<file path="src/ptr_ext_pkg.sv">
// Purpose: Shared constants for the dual data pointer and extended address block
// Assumes: 8-bit special function register space, 24-bit external data address
// Notes: Offsets are the register addresses seen on the register port
package ptr_ext_pkg;

  // ****************************************
  // Register offsets
  // ****************************************
  localparam logic [7:0] ADDR_PTR0_LOW = 8'h82;
  localparam logic [7:0] ADDR_PTR0_HIGH = 8'h83;
  localparam logic [7:0] ADDR_PTR1_LOW = 8'h84;
  localparam logic [7:0] ADDR_PTR1_HIGH = 8'h85;
  localparam logic [7:0] ADDR_SELECT = 8'h86;
  localparam logic [7:0] ADDR_PTR0_EXT = 8'h93;
  localparam logic [7:0] ADDR_PTR1_EXT = 8'h95;
  localparam logic [7:0] ADDR_INDIRECT_EXT = 8'hea;

  // ****************************************
  // Select register fields
  // ****************************************
  localparam int SEL_BIT = 0;
  localparam int TOGGLE_BIT = 5;
  localparam int DIR0_BIT = 6;
  localparam int DIR1_BIT = 7;
  localparam logic [7:0] SELECT_MASK = 8'he1;

  // ****************************************
  // Reset values
  // ****************************************
  localparam logic [15:0] PTR_RESET = 16'h0000;
  localparam logic [7:0] SELECT_RESET = 8'h00;
  localparam logic [7:0] EXT_RESET = 8'h00;
  localparam logic [7:0] UNMAPPED_READ = 8'h00;

endpackage

</file>
<file path="src/addr_form_if.sv">
// Purpose: Carries pointer state to the address former and the address back
// Assumes: Single clock domain
// Notes: Owner drives pointer state, former drives the formed address
`timescale 1ns/1ns
`default_nettype none
interface addr_form_if;
  logic [15:0] ptr0;
  logic [15:0] ptr1;
  logic sel;
  logic [7:0] ext0;
  logic [7:0] ext1;
  logic [7:0] ext_ind;
  logic [7:0] port_two;
  logic [7:0] ri_low;
  logic use_ptr;
  logic use_ri;
  logic [23:0] addr;
  logic addr_valid;

  modport owner (
    output ptr0, ptr1, sel, ext0, ext1, ext_ind, port_two, ri_low, use_ptr, use_ri,
    input addr, addr_valid
  );
  modport former (
    input ptr0, ptr1, sel, ext0, ext1, ext_ind, port_two, ri_low, use_ptr, use_ri,
    output addr, addr_valid
  );
endinterface
`default_nettype wire

</file>
<file path="src/ext_addr_former.sv">
// Purpose: Forms the registered 24-bit external data address for a data move
// Assumes: Move strobes are single-cycle and come from logic on clk_sys
// Notes: Address holds until the next move strobe
`timescale 1ns/1ns
`default_nettype none
module ext_addr_former
  import ptr_ext_pkg::*;
(
  // Clock, reset and enable
  input wire logic clk_sys,
  input wire logic rst_n,
  input wire logic ce,
  // Pointer state and address
  addr_form_if.former af
);

  // ****************************************
  // Address register
  // ****************************************
  logic [23:0] addr_q;
  logic valid_q;

  always_ff @(posedge clk_sys or negedge rst_n)
  begin
    if (!rst_n)
    begin
      addr_q <= 24'h000000;
    end
    else if (ce && af.use_ptr)
    begin
      addr_q <= af.sel ? {af.ext1, af.ptr1} : {af.ext0, af.ptr0};
    end
    else if (ce && af.use_ri)
    begin
      addr_q <= {af.ext_ind, af.port_two, af.ri_low};
    end
  end

  always_ff @(posedge clk_sys or negedge rst_n)
  begin
    if (!rst_n)
    begin
      valid_q <= 1'b0;
    end
    else if (ce)
    begin
      valid_q <= af.use_ptr | af.use_ri;
    end
  end

  assign af.addr = addr_q;
  assign af.addr_valid = valid_q;

  // ****************************************
  // Checks
  // ****************************************
  a_ptr_move_addr: assert property (@(posedge clk_sys) disable iff (!rst_n)
    ce && af.use_ptr |=> af.addr_valid &&
      af.addr == ($past(af.sel) ? {$past(af.ext1), $past(af.ptr1)}
                                : {$past(af.ext0), $past(af.ptr0)}))
    else $error("pointer move address wrong");
  a_ri_move_high: assert property (@(posedge clk_sys) disable iff (!rst_n)
    ce && af.use_ri && !af.use_ptr |=> af.addr[23:16] == $past(af.ext_ind))
    else $error("indirect move upper byte wrong");
  a_ri_move_mid: assert property (@(posedge clk_sys) disable iff (!rst_n)
    ce && af.use_ri && !af.use_ptr |=> af.addr[15:8] == $past(af.port_two) &&
      af.addr[7:0] == $past(af.ri_low))
    else $error("indirect move middle byte wrong");

endmodule // ext_addr_former
`default_nettype wire

</file>
<file path="src/dual_data_pointer_ext_addr.sv">
// Purpose: Dual data pointers with extension bytes forming 24-bit data addresses
// Assumes: Register port and instruction strobes come from the core on clk_sys
// Notes: A register write in the same cycle as an instruction update wins
//
// Summary of operation
// - Three 8-bit extension bytes supply address bits 23:16
// - Reset clears both pointer extensions and indirect extension
// - Pointer moves take upper byte from paired extension
// - Indirect moves take upper byte from indirect extension
// - Indirect moves take middle byte from port two
// - Select bit zero chooses pointer zero or one
`timescale 1ns/1ns
`default_nettype none
module dual_data_pointer_ext_addr
  import ptr_ext_pkg::*;
(
  // Clock, reset and enable
  input wire logic clk_sys,
  input wire logic rst_n,
  input wire logic ce,
  // Register port
  input wire logic [7:0] sfr_addr,
  input wire logic sfr_wr,
  input wire logic [7:0] sfr_wdata,
  input wire logic sfr_rd,
  output logic sfr_hit,
  output logic [7:0] sfr_rdata,
  // Instruction strobes from the core
  input wire logic ptr_instr,
  input wire logic inc_ptr,
  input wire logic movx_ptr,
  input wire logic movx_ri,
  input wire logic [7:0] ri_value,
  input wire logic [7:0] port_two_latch,
  // Formed address and active pointer
  output logic [23:0] ext_addr,
  output logic ext_addr_valid,
  output logic [15:0] active_ptr
);

  // ****************************************
  // Helpers
  // ****************************************
  function automatic logic [15:0] step_ptr(input logic [15:0] p, input logic down);
    step_ptr = down ? 16'(p - 16'h0001) : 16'(p + 16'h0001);
  endfunction

  function automatic logic wr_at(input logic [7:0] a);
    wr_at = ce && sfr_wr && (sfr_addr == a);
  endfunction

  logic [15:0] ptr0_q;
  logic [15:0] ptr1_q;
  logic [7:0] select_q;
  logic [7:0] ext0_q;
  logic [7:0] ext1_q;
  logic [7:0] ext_ind_q;
  logic [7:0] rdata_q;
  logic sel;
  logic toggle_en;
  addr_form_if af ();

  assign sel = select_q[SEL_BIT];
  assign toggle_en = select_q[TOGGLE_BIT];
  assign active_ptr = sel ? ptr1_q : ptr0_q;

  // ****************************************
  // Data pointers
  // ****************************************
  always_ff @(posedge clk_sys or negedge rst_n)
  begin
    if (!rst_n)
    begin
      ptr0_q <= PTR_RESET;
    end
    else if (wr_at(ADDR_PTR0_LOW))
    begin
      ptr0_q[7:0] <= sfr_wdata;
    end
    else if (wr_at(ADDR_PTR0_HIGH))
    begin
      ptr0_q[15:8] <= sfr_wdata;
    end
    else if (ce && inc_ptr && !sel)
    begin
      ptr0_q <= step_ptr(ptr0_q, select_q[DIR0_BIT]);
    end
  end

  always_ff @(posedge clk_sys or negedge rst_n)
  begin
    if (!rst_n)
    begin
      ptr1_q <= PTR_RESET;
    end
    else if (wr_at(ADDR_PTR1_LOW))
    begin
      ptr1_q[7:0] <= sfr_wdata;
    end
    else if (wr_at(ADDR_PTR1_HIGH))
    begin
      ptr1_q[15:8] <= sfr_wdata;
    end
    else if (ce && inc_ptr && sel)
    begin
      ptr1_q <= step_ptr(ptr1_q, select_q[DIR1_BIT]);
    end
  end

  // ****************************************
  // Select register
  // ****************************************
  always_ff @(posedge clk_sys or negedge rst_n)
  begin
    if (!rst_n)
    begin
      select_q <= SELECT_RESET;
    end
    else if (wr_at(ADDR_SELECT))
    begin
      select_q <= sfr_wdata & SELECT_MASK;
    end
    else if (ce && toggle_en && (ptr_instr || inc_ptr || movx_ptr))
    begin
      select_q[SEL_BIT] <= !sel;
    end
  end

  // ****************************************
  // Extension registers
  // ****************************************
  always_ff @(posedge clk_sys or negedge rst_n)
  begin
    if (!rst_n)
    begin
      ext0_q <= EXT_RESET;
      ext1_q <= EXT_RESET;
      ext_ind_q <= EXT_RESET;
    end
    else
    begin
      if (wr_at(ADDR_PTR0_EXT))
      begin
        ext0_q <= sfr_wdata;
      end
      if (wr_at(ADDR_PTR1_EXT))
      begin
        ext1_q <= sfr_wdata;
      end
      if (wr_at(ADDR_INDIRECT_EXT))
      begin
        ext_ind_q <= sfr_wdata;
      end
    end
  end

  // ****************************************
  // Register read
  // ****************************************
  always_comb
  begin
    case (sfr_addr)
      ADDR_PTR0_LOW, ADDR_PTR0_HIGH, ADDR_PTR1_LOW, ADDR_PTR1_HIGH, ADDR_SELECT,
      ADDR_PTR0_EXT, ADDR_PTR1_EXT, ADDR_INDIRECT_EXT: sfr_hit = 1'b1;
      default: sfr_hit = 1'b0;
    endcase
  end

  always_ff @(posedge clk_sys or negedge rst_n)
  begin
    if (!rst_n)
    begin
      rdata_q <= UNMAPPED_READ;
    end
    else if (ce && sfr_rd)
    begin
      case (sfr_addr)
        ADDR_PTR0_LOW: rdata_q <= ptr0_q[7:0];
        ADDR_PTR0_HIGH: rdata_q <= ptr0_q[15:8];
        ADDR_PTR1_LOW: rdata_q <= ptr1_q[7:0];
        ADDR_PTR1_HIGH: rdata_q <= ptr1_q[15:8];
        ADDR_SELECT: rdata_q <= select_q;
        ADDR_PTR0_EXT: rdata_q <= ext0_q;
        ADDR_PTR1_EXT: rdata_q <= ext1_q;
        ADDR_INDIRECT_EXT: rdata_q <= ext_ind_q;
        default: rdata_q <= UNMAPPED_READ;
      endcase
    end
  end

  assign sfr_rdata = rdata_q;

  // ****************************************
  // Address forming
  // ****************************************
  assign af.ptr0 = ptr0_q;
  assign af.ptr1 = ptr1_q;
  assign af.sel = sel;
  assign af.ext0 = ext0_q;
  assign af.ext1 = ext1_q;
  assign af.ext_ind = ext_ind_q;
  assign af.port_two = port_two_latch;
  assign af.ri_low = ri_value;
  assign af.use_ptr = movx_ptr;
  assign af.use_ri = movx_ri;

  ext_addr_former u_former (
    .clk_sys(clk_sys),
    .rst_n(rst_n),
    .ce(ce),
    .af(af.former)
  );

  assign ext_addr = af.addr;
  assign ext_addr_valid = af.addr_valid;

  // ****************************************
  // Checks
  // ****************************************
  a_ext_reset_zero: assert property (@(posedge clk_sys)
    !rst_n |-> ext0_q == EXT_RESET && ext1_q == EXT_RESET && ext_ind_q == EXT_RESET)
    else $error("extension not cleared by reset");
  a_ext_write_store: assert property (@(posedge clk_sys) disable iff (!rst_n)
    wr_at(ADDR_PTR1_EXT) |=> ext1_q == $past(sfr_wdata) ##1 (ext1_q == $past(ext1_q) ||
      $past(wr_at(ADDR_PTR1_EXT))))
    else $error("extension write not held");
  a_active_select: assert property (@(posedge clk_sys) disable iff (!rst_n)
    wr_at(sel ? ADDR_PTR1_LOW : ADDR_PTR0_LOW) && !(ptr_instr || inc_ptr || movx_ptr)
      |=> active_ptr[7:0] == $past(sfr_wdata))
    else $error("active pointer mismatch");
  a_select_toggle: assert property (@(posedge clk_sys) disable iff (!rst_n)
    ce && toggle_en && (ptr_instr || movx_ptr) && !wr_at(ADDR_SELECT)
      |=> sel != $past(sel))
    else $error("select did not toggle");
  a_select_hold: assert property (@(posedge clk_sys) disable iff (!rst_n)
    !toggle_en && !wr_at(ADDR_SELECT) |=> $stable(sel))
    else $error("select changed without toggle");
  a_inc_up: assert property (@(posedge clk_sys) disable iff (!rst_n)
    ce && inc_ptr && !sel && !select_q[DIR0_BIT] && !sfr_wr
      |=> ptr0_q == 16'($past(ptr0_q) + 16'h0001))
    else $error("pointer zero increment wrong");
  a_dec_down: assert property (@(posedge clk_sys) disable iff (!rst_n)
    ce && inc_ptr && sel && select_q[DIR1_BIT] && !sfr_wr
      |=> ptr1_q == 16'($past(ptr1_q) - 16'h0001))
    else $error("pointer one decrement wrong");

  c_toggle_move: cover property (@(posedge clk_sys) disable iff (!rst_n)
    ce && toggle_en && movx_ptr ##1 ce && movx_ptr);
  c_ri_move: cover property (@(posedge clk_sys) disable iff (!rst_n)
    ce && movx_ri && ext_ind_q != EXT_RESET);
  c_dec_wrap: cover property (@(posedge clk_sys) disable iff (!rst_n)
    ce && inc_ptr && !sel && select_q[DIR0_BIT] && ptr0_q == PTR_RESET);

endmodule // dual_data_pointer_ext_addr
`default_nettype wire

</file>
<file path="config.mk">
export PLATFORM = sky130hd
export DESIGN_NAME = dual_data_pointer_ext_addr
export DESIGN_NICKNAME = d
export VERILOG_FILES = /design/src/ptr_ext_pkg.sv /design/src/addr_form_if.sv /design/src/ext_addr_former.sv /design/src/dual_data_pointer_ext_addr.sv
export SDC_FILE = /design/constraint.sdc
export NUM_CORES = 1
export LEC_CHECK = 0
export ABC_CLOCK_PERIOD_IN_PS = 5700
export BUFFER_PORTS_ARGS = -buffer_cell sky130_fd_sc_hd__buf_2
export CELL_PAD_IN_SITES_DETAIL_PLACEMENT = 0
export CELL_PAD_IN_SITES_GLOBAL_PLACEMENT = 1
export CORE_MARGIN = 2
export CORE_UTILIZATION = 50
export CTS_BUF_LIST = sky130_fd_sc_hd__clkbuf_4
export DETAILED_ROUTE_END_ITERATION = 8
export GPL_TIMING_DRIVEN = 0
export PLACE_DENSITY_LB_ADDON = 0.1
export SLEW_MARGIN = 20
export SYNTH_ARGS = -nofsm -noshare
export SYNTH_HDL_FRONTEND = slang
export SYNTH_SLANG_ARGS = --single-unit
</file>
<file path="constraint.sdc">
create_clock -name clk_sys -period 5.7 [get_ports clk_sys]
set_clock_uncertainty 0.15 [all_clocks]
set_input_delay 0 -clock clk_sys [delete_from_list [all_inputs] [get_ports clk_sys]]
set_output_delay 0 -clock clk_sys [all_outputs]
set_load 0.005 [all_outputs]
</file>
==> metrics.csv, run 1 <==
metric;value;unit
syn-cell-area;6480;sq um
ir_drop;197;uV
post_cts_resized;0;
synth-seq-area-share;35.9;%
slew_viol_final;0;
hold-worst-slack;0.0759;ns
ys_warn_count;0;
period_share;60.0;%
layout_commonest_cell;buf_2;
clk_pin_slew;0.16;ns
hold_viol;0;
first_pass_iters;5;
yosys.area.top_type;dfrtp_1;
crit_chain;ha_1, o211a_1, a21oi_4, a2111oi_0, o21ai_0, nand3_1, a31oi_1, dlygate4sd3_1;
crit_required;5.94;ns
core_area;12600;sq um
dp.cells;954;
syn_area_per_cell;9.33;sq um
fmax;292;MHz
n_antenna_cell;0;
via_count;6308;
drc;0;
synth_edf_count;0;
path_max_fanout;18;
clkSinkCount;93;
rsz0062_at_grt;false;
async_flop_share;100;%
cp_top_family;compound AO/OA/AOI/OAI gates;
setup_viol;0;
maxCapViolCount;0;
syn_nets;765;
postCtsHoldBufs;54;
power_density;300;nW/um^2
tns;0;ns
gp_congestion;0.924;
worstSkewPairLatency;0.50;ns
grt.total_usage;31.0;%
r2r_slack;2.28;ns
synthCells;694;
slew_headroom;45.0;%
die_h;118;um
first_global_vias;6049;
ys.flop_type;dfrtp_1;
via_per_inst;6.16;
dr.first_iter.drc_count;498;
final_cell_mix;buf_2, dfrtp_1, nand2_1;
drive_above_1_share;22.2;%
cts_buffers;9;
dp_hpwl;15600;um
syn_to_final_growth;21.3;%
grt_pass1_wl;33700;um
die_x;118;um
cts_buffer_depth;2;
worstSetupStartpointType;register;
ios;91;
post_cts_buffers;0;
status;finished clean;
finalNetCount;918;
crit_path_end_kind;register;
tightest_slew;0.825;ns
synth_cell_type_count;75;
cts_tree;yes;
min_path_type;input port to register;
antenna_found_initial;0;
yosys-top-cells-area;dfrtp_1, mux2_2, ha_1, o22ai_1, a21oi_1;
postRouteAntennaNets;0;
htree_levels;3;
critPathArrivalTime;3.66;ns
grt-ovfl-total;0;
yosys.area.top_type_share;35.9;%
fp.dieArea;13900;sq um
initial_core_util;51.3;%
power;2.36;mW
path_class;register to register;
fillCellCount;1110;
fin_cells;1024;
leakagePower;3.55;nW
root_buffer;clkbuf_4;
ys_ff_latch;93;
wl;21400;um
fin_crit;3.42;ns
path_buf_inv;1;
rows;41;
grt_max_degree;62;
cp_slowest_cell;dfrtp_1;
post_drt_wl_per_cell;20.9;um
slowest_delay;0.71;ns
port_buffers;87;
metal layers:
| metal | wire (um) | vias up | GRT usage, % |
|---|---|---|---|
| li1 | - | 2958 | - |
| met1 | 9250 | 3070 | 42.5 |
| met2 | 10100 | 246 | 50.1 |
| met3 | 1410 | 34 | 4.31 |
| met4 | 665 | 0 | 11.6 |
| met5 | 0 | - | 0 |
path summary, 6_finish.rpt:
kind / start / to / cells past startpoint
max: select_q[6] / af.ptr0[11] / 8
min: ce / u_former.af.addr[18] / 4
max reg2reg: select_q[6] / af.ptr0[11] / 8
min reg2reg: sfr_rdata[2] / sfr_rdata[2] / 2
max in group asynchronous: rst_n / af.ptr0[12] / 4
min in group asynchronous: rst_n / af.ptr1[13] / 4
report_power, final:
| group | switching [mW] | total [mW] | internal (mW) |
|---|---|---|---|
| Clock | 0.259 | 0.402 | 0.143 |
| Sequential | 0.166 | 0.951 | 0.785 |
| Combinational | 0.527 | 1.00 | 0.478 |
synthesized netlist by cell type, types with 4 or more instances:
| master | number |
|---|---|
| a221o_1 | 4 |
| inv_1 | 10 |
| and3_1 | 5 |
| ha_1 | 28 |
| nand3b_1 | 4 |
| a211oi_1 | 14 |
| xor2_1 | 4 |
| a21o_1 | 9 |
| o211ai_1 | 5 |
| o22ai_1 | 48 |
| buf_1 | 5 |
| mux2_4 | 8 |
| o21a_1 | 4 |
| mux2_1 | 9 |
| xnor2_1 | 11 |
| nor3_1 | 14 |
| a22oi_1 | 12 |
| buf_2 | 13 |
| a31oi_1 | 12 |
| clkbuf_1 | 13 |
| nand2_1 | 63 |
| buf_4 | 5 |
| nand3_1 | 19 |
| nor3b_1 | 4 |
| o21ai_1 | 20 |
| nand4_1 | 5 |
| dfrtp_1 | 93 |
| and2_1 | 6 |
| mux2i_1 | 19 |
| mux2_2 | 39 |
| a21oi_1 | 56 |
| nor2_1 | 42 |
| o21ai_0 | 30 |
flip-flops by register name, indices dropped and copies added, names as in the netlist:
signal                  count
af.ext0                     8
af.ext1                     8
af.ext_ind                  8
af.ptr0                    16
af.ptr1                    16
select_q                    4
sfr_rdata                   8
u_former.af.addr           24
u_former.af.addr_valid      1
layout make-up:
cell class / count / area (sq um) / area share (%)
clock inverters: 6 / 68.8 / 0.876
multi-input cells: 553 / 3920 / 50.0
plain buffers: 37 / 181 / 2.31
clock buffers: 10 / 75.1 / 0.956
inverters: 11 / 43.8 / 0.558
repair buffers: 142 / 1020 / 13.0
well taps: 172 / 215 / 2.74
flip-flops and latches: 93 / 2330 / 29.6
worst reg2reg max path: stages, from the launching register on:
cell           delay, ns
dfrtp_1             0.71
ha_1                0.53
o211a_1             0.24
a21oi_4             0.10
a2111oi_0           0.63
o21ai_0             0.20
nand3_1             0.12
a31oi_1             0.08
dlygate4sd3_1       0.56
cells by family (layout without fill, tap and decap cells):
family,count (synthesis),in the layout,synth area share [%]
buffers and inverters,48,206,3.48
AND/OR/NAND/NOR,187,187,15.1
adder cells (fa/ha/maj),30,30,6.03
flip-flops,93,93,35.9
AO/OA/AOI/OAI,246,246,24.3
multiplexers,75,75,13.1
XOR/XNOR,15,15,2.03
through the flow:
| stage | util [%] | instance area (sq um) | setup slack, ns |
|---|---|---|---|
| 2_1_floorplan | - | 6480 | 3.17 |
| 3_3_place_gp | 56.5 | 7130 | 2.72 |
| 3_5_place_dp | 56.7 | 7160 | 2.73 |
| 4_1_cts | 62.2 | 7860 | 2.27 |
| 5_1_grt | 62.2 | 7860 | 2.09 |
| 6_report | 62.2 | 7860 | 2.28 |
Note: power is estimated with default switching activity, not from simulation.
==> inputs of run 2 (changes only) <==
--- a/config.mk
+++ b/config.mk
@@ -5,12 +5,12 @@
 export SDC_FILE = /design/constraint.sdc
 export NUM_CORES = 1
 export LEC_CHECK = 0
-export ABC_CLOCK_PERIOD_IN_PS = 5700
+export ABC_CLOCK_PERIOD_IN_PS = 2980
 export BUFFER_PORTS_ARGS = -buffer_cell sky130_fd_sc_hd__buf_2
 export CELL_PAD_IN_SITES_DETAIL_PLACEMENT = 0
 export CELL_PAD_IN_SITES_GLOBAL_PLACEMENT = 1
 export CORE_MARGIN = 2
-export CORE_UTILIZATION = 50
+export CORE_UTILIZATION = 42
 export CTS_BUF_LIST = sky130_fd_sc_hd__clkbuf_4
 export DETAILED_ROUTE_END_ITERATION = 8
 export GPL_TIMING_DRIVEN = 0
==> constraint.sdc (replaced) <==
create_clock -name clk_sys -period 2.98 [get_ports clk_sys]
set_clock_uncertainty 0.15 [all_clocks]
set_input_delay 0 -clock clk_sys [delete_from_list [all_inputs] [get_ports clk_sys]]
set_output_delay 0 -clock clk_sys [all_outputs]
set_load 0.005 [all_outputs]
==> run 2 against run 1 <==
  * Global-route usage shrank 4.4 points
  * Highest routed layer unchanged
  * Critical path type unchanged
  * Critical path depth shrank 1
  * Die area grew 18%
  * Critical endpoint is now af.ptr0[8]
  * Largest cell class unchanged
==> metrics.csv, run 2 (synthesized netlist as in run 1, its figures left out) <==
metric;value;unit;change
status;finished clean;;
slowest_delay;0.64;ns;-0.07 ns
preCtsSetupSlack;-0.0492;ns;-2.77 ns
critPathArrivalTime;3.01;ns;-0.65 ns
dr.first_iter.drc_count;480;;-3.6%
maxCapViolCount;0;;unchanged
die_h;128;um;+8.8%
power_density;560;nW/um^2;+87%
setup_viol;0;;unchanged
fp.dieArea;16400;sq um;+18%
crit_chain;fa_1, a21o_1, a31o_2, a2111oi_0, nor3_1, xnor2_1, o221ai_1;;
grt_pass1_wl;33500;um;-0.41%
grt_max_degree;63;;+1.6%
path_buf_inv;0;;-1
wl;21600;um;+0.92%
rsz0062_at_grt;false;;
tightest_slew;0.681;ns;-0.144 ns
clkSinkCount;93;;unchanged
cts_tree;yes;;
syn_to_final_growth;21.3;%;unchanged
final_cell_mix;buf_2, dfrtp_1, nand2_1;;
min_path_type;input port to register;;
core_area;15100;sq um;+20%
htree_levels;3;;unchanged
antenna_found_initial;1;;+1
post_cts_buffers;0;;unchanged
ir_drop;326;uV;+66%
tns;0;ns;unchanged
clk_pin_slew;0.17;ns;about the same
path_max_fanout;18;;unchanged
dp_hpwl;16000;um;+2.7%
first_pass_iters;5;;unchanged
gp_congestion;0.935;;+1.1%
grt-ovfl-total;0;;unchanged
fmax;356;MHz;+22%
cp_top_family;compound AO/OA/AOI/OAI gates;;
cts_buffers;9;;unchanged
worstSkewPairLatency;0.48;ns;-0.02 ns
largest_reg_flops;24;;unchanged
post_drt_wl_per_cell;20.8;um;-0.64%
rows;45;;+9.8%
cts_buffer_depth;2;;unchanged
hold_viol;0;;unchanged
postRouteAntennaNets;0;;unchanged
port_buffers;87;;unchanged
crit_path_end_kind;register;;
path_class;register to register;;
die_x;128;um;+8.8%
layout_commonest_cell;buf_2;;
cp_slowest_cell;dfrtp_4;;
crit_required;3.18;ns;-2.76 ns
final_cell_area;7860;sq um;unchanged
via_count;6260;;-0.76%
ios;91;;unchanged
grt.total_usage;26.7;%;-4.4 points
power;4.40;mW;+87%
finalNetCount;917;;-0.11%
initial_core_util;42.8;%;-8.6 points
root_buffer;clkbuf_4;;
slew_headroom;54.6;%;+9.6 points
gr-usage-met1;37.8;%;-4.7 points
hold-worst-slack;0.0898;ns;+0.0139 ns
slew_viol_final;0;;unchanged
leakagePower;3.54;nW;-0.44%
fin_crit;2.81;ns;-0.610 ns
period_share;94.4;%;+34 points
first_global_vias;5945;;-1.7%
grt_util_met2;41.1;%;-9.0 points
via_per_inst;6.02;;-2.3%
drc;0;;unchanged
top_usage_layer;met2;;
r2r_slack;0.17;ns;-2.11 ns
worstSetupStartpointType;register;;
use_met3;3.46;%;-0.85 points
dpl-instance-area;7180;sq um;+0.28%
drive_above_1_share;22.6;%;+0.38 points
layout_setup_ws;0.168;ns;-2.11 ns
run 2: through the flow:
| step | util [%] | instances |
|---|---|---|
| finish | 51.9 | 1040 |
| global route | 51.9 | 1040 |
| CTS | 51.8 | 1039 |
| detailed placement | 47.4 | 970 |
| global placement | 47.2 | 969 |
| floorplan | - | 694 |
run 2: final cells by class:
cell class | instances | area, sq um
antenna | 1 | 2.50
buffer | 37 | 181
clock buffer | 10 | 75.1
clock inverter | 6 | 46.3
fill | 1438 | 7290
inverter | 11 | 43.8
multi-input combinational | 553 | 3930
sequential | 93 | 2330
tap | 188 | 235
timing repair buffer | 141 | 1010
run 2: repair_timing:
action	4_1_cts	5_1_grt
gates resized for setup	2	2
hold buffers	53	0
hold endpoints to repair	182	0
setup endpoints to repair	3	1
run 2: path summary, 6_finish.rpt:
path / from / end / depth (start not counted)
worst min register to register: sfr_rdata[2] / sfr_rdata[2] / 2
worst min-delay path: ce / u_former.af.addr[19] / 4
min in group asynchronous: rst_n / af.ptr1[11] / 4
max in group asynchronous: rst_n / af.ext0[0] / 4
worst max register to register: select_q[6] / af.ptr0[8] / 7
worst max-delay path: select_q[6] / af.ptr0[8] / 7
run 2: metal layers:
metal  wire, um  part of all wire [%]
met5          0                     0
met2       9780                    45
met4        698                   3.2
met1      10100                    47
met3       1010                   4.7
run 2: worst min-delay path, delay by kind of cell:
kind | cells | cell delay (ns)
buffers and inverters | 1 | 0.21
AOI/OAI and AO/OA | 2 | 0.23
and+or+nand+nor | 1 | 0.26
run 2: where the power goes:
part           internal [mW]  leakage, nW  total, mW  switching [mW]
sequential              1.50         1.19       1.83           0.333
combinational          0.903         2.29       1.90           0.993
clock                  0.187       0.0650      0.667           0.480
total                   2.59         3.54       4.40            1.81
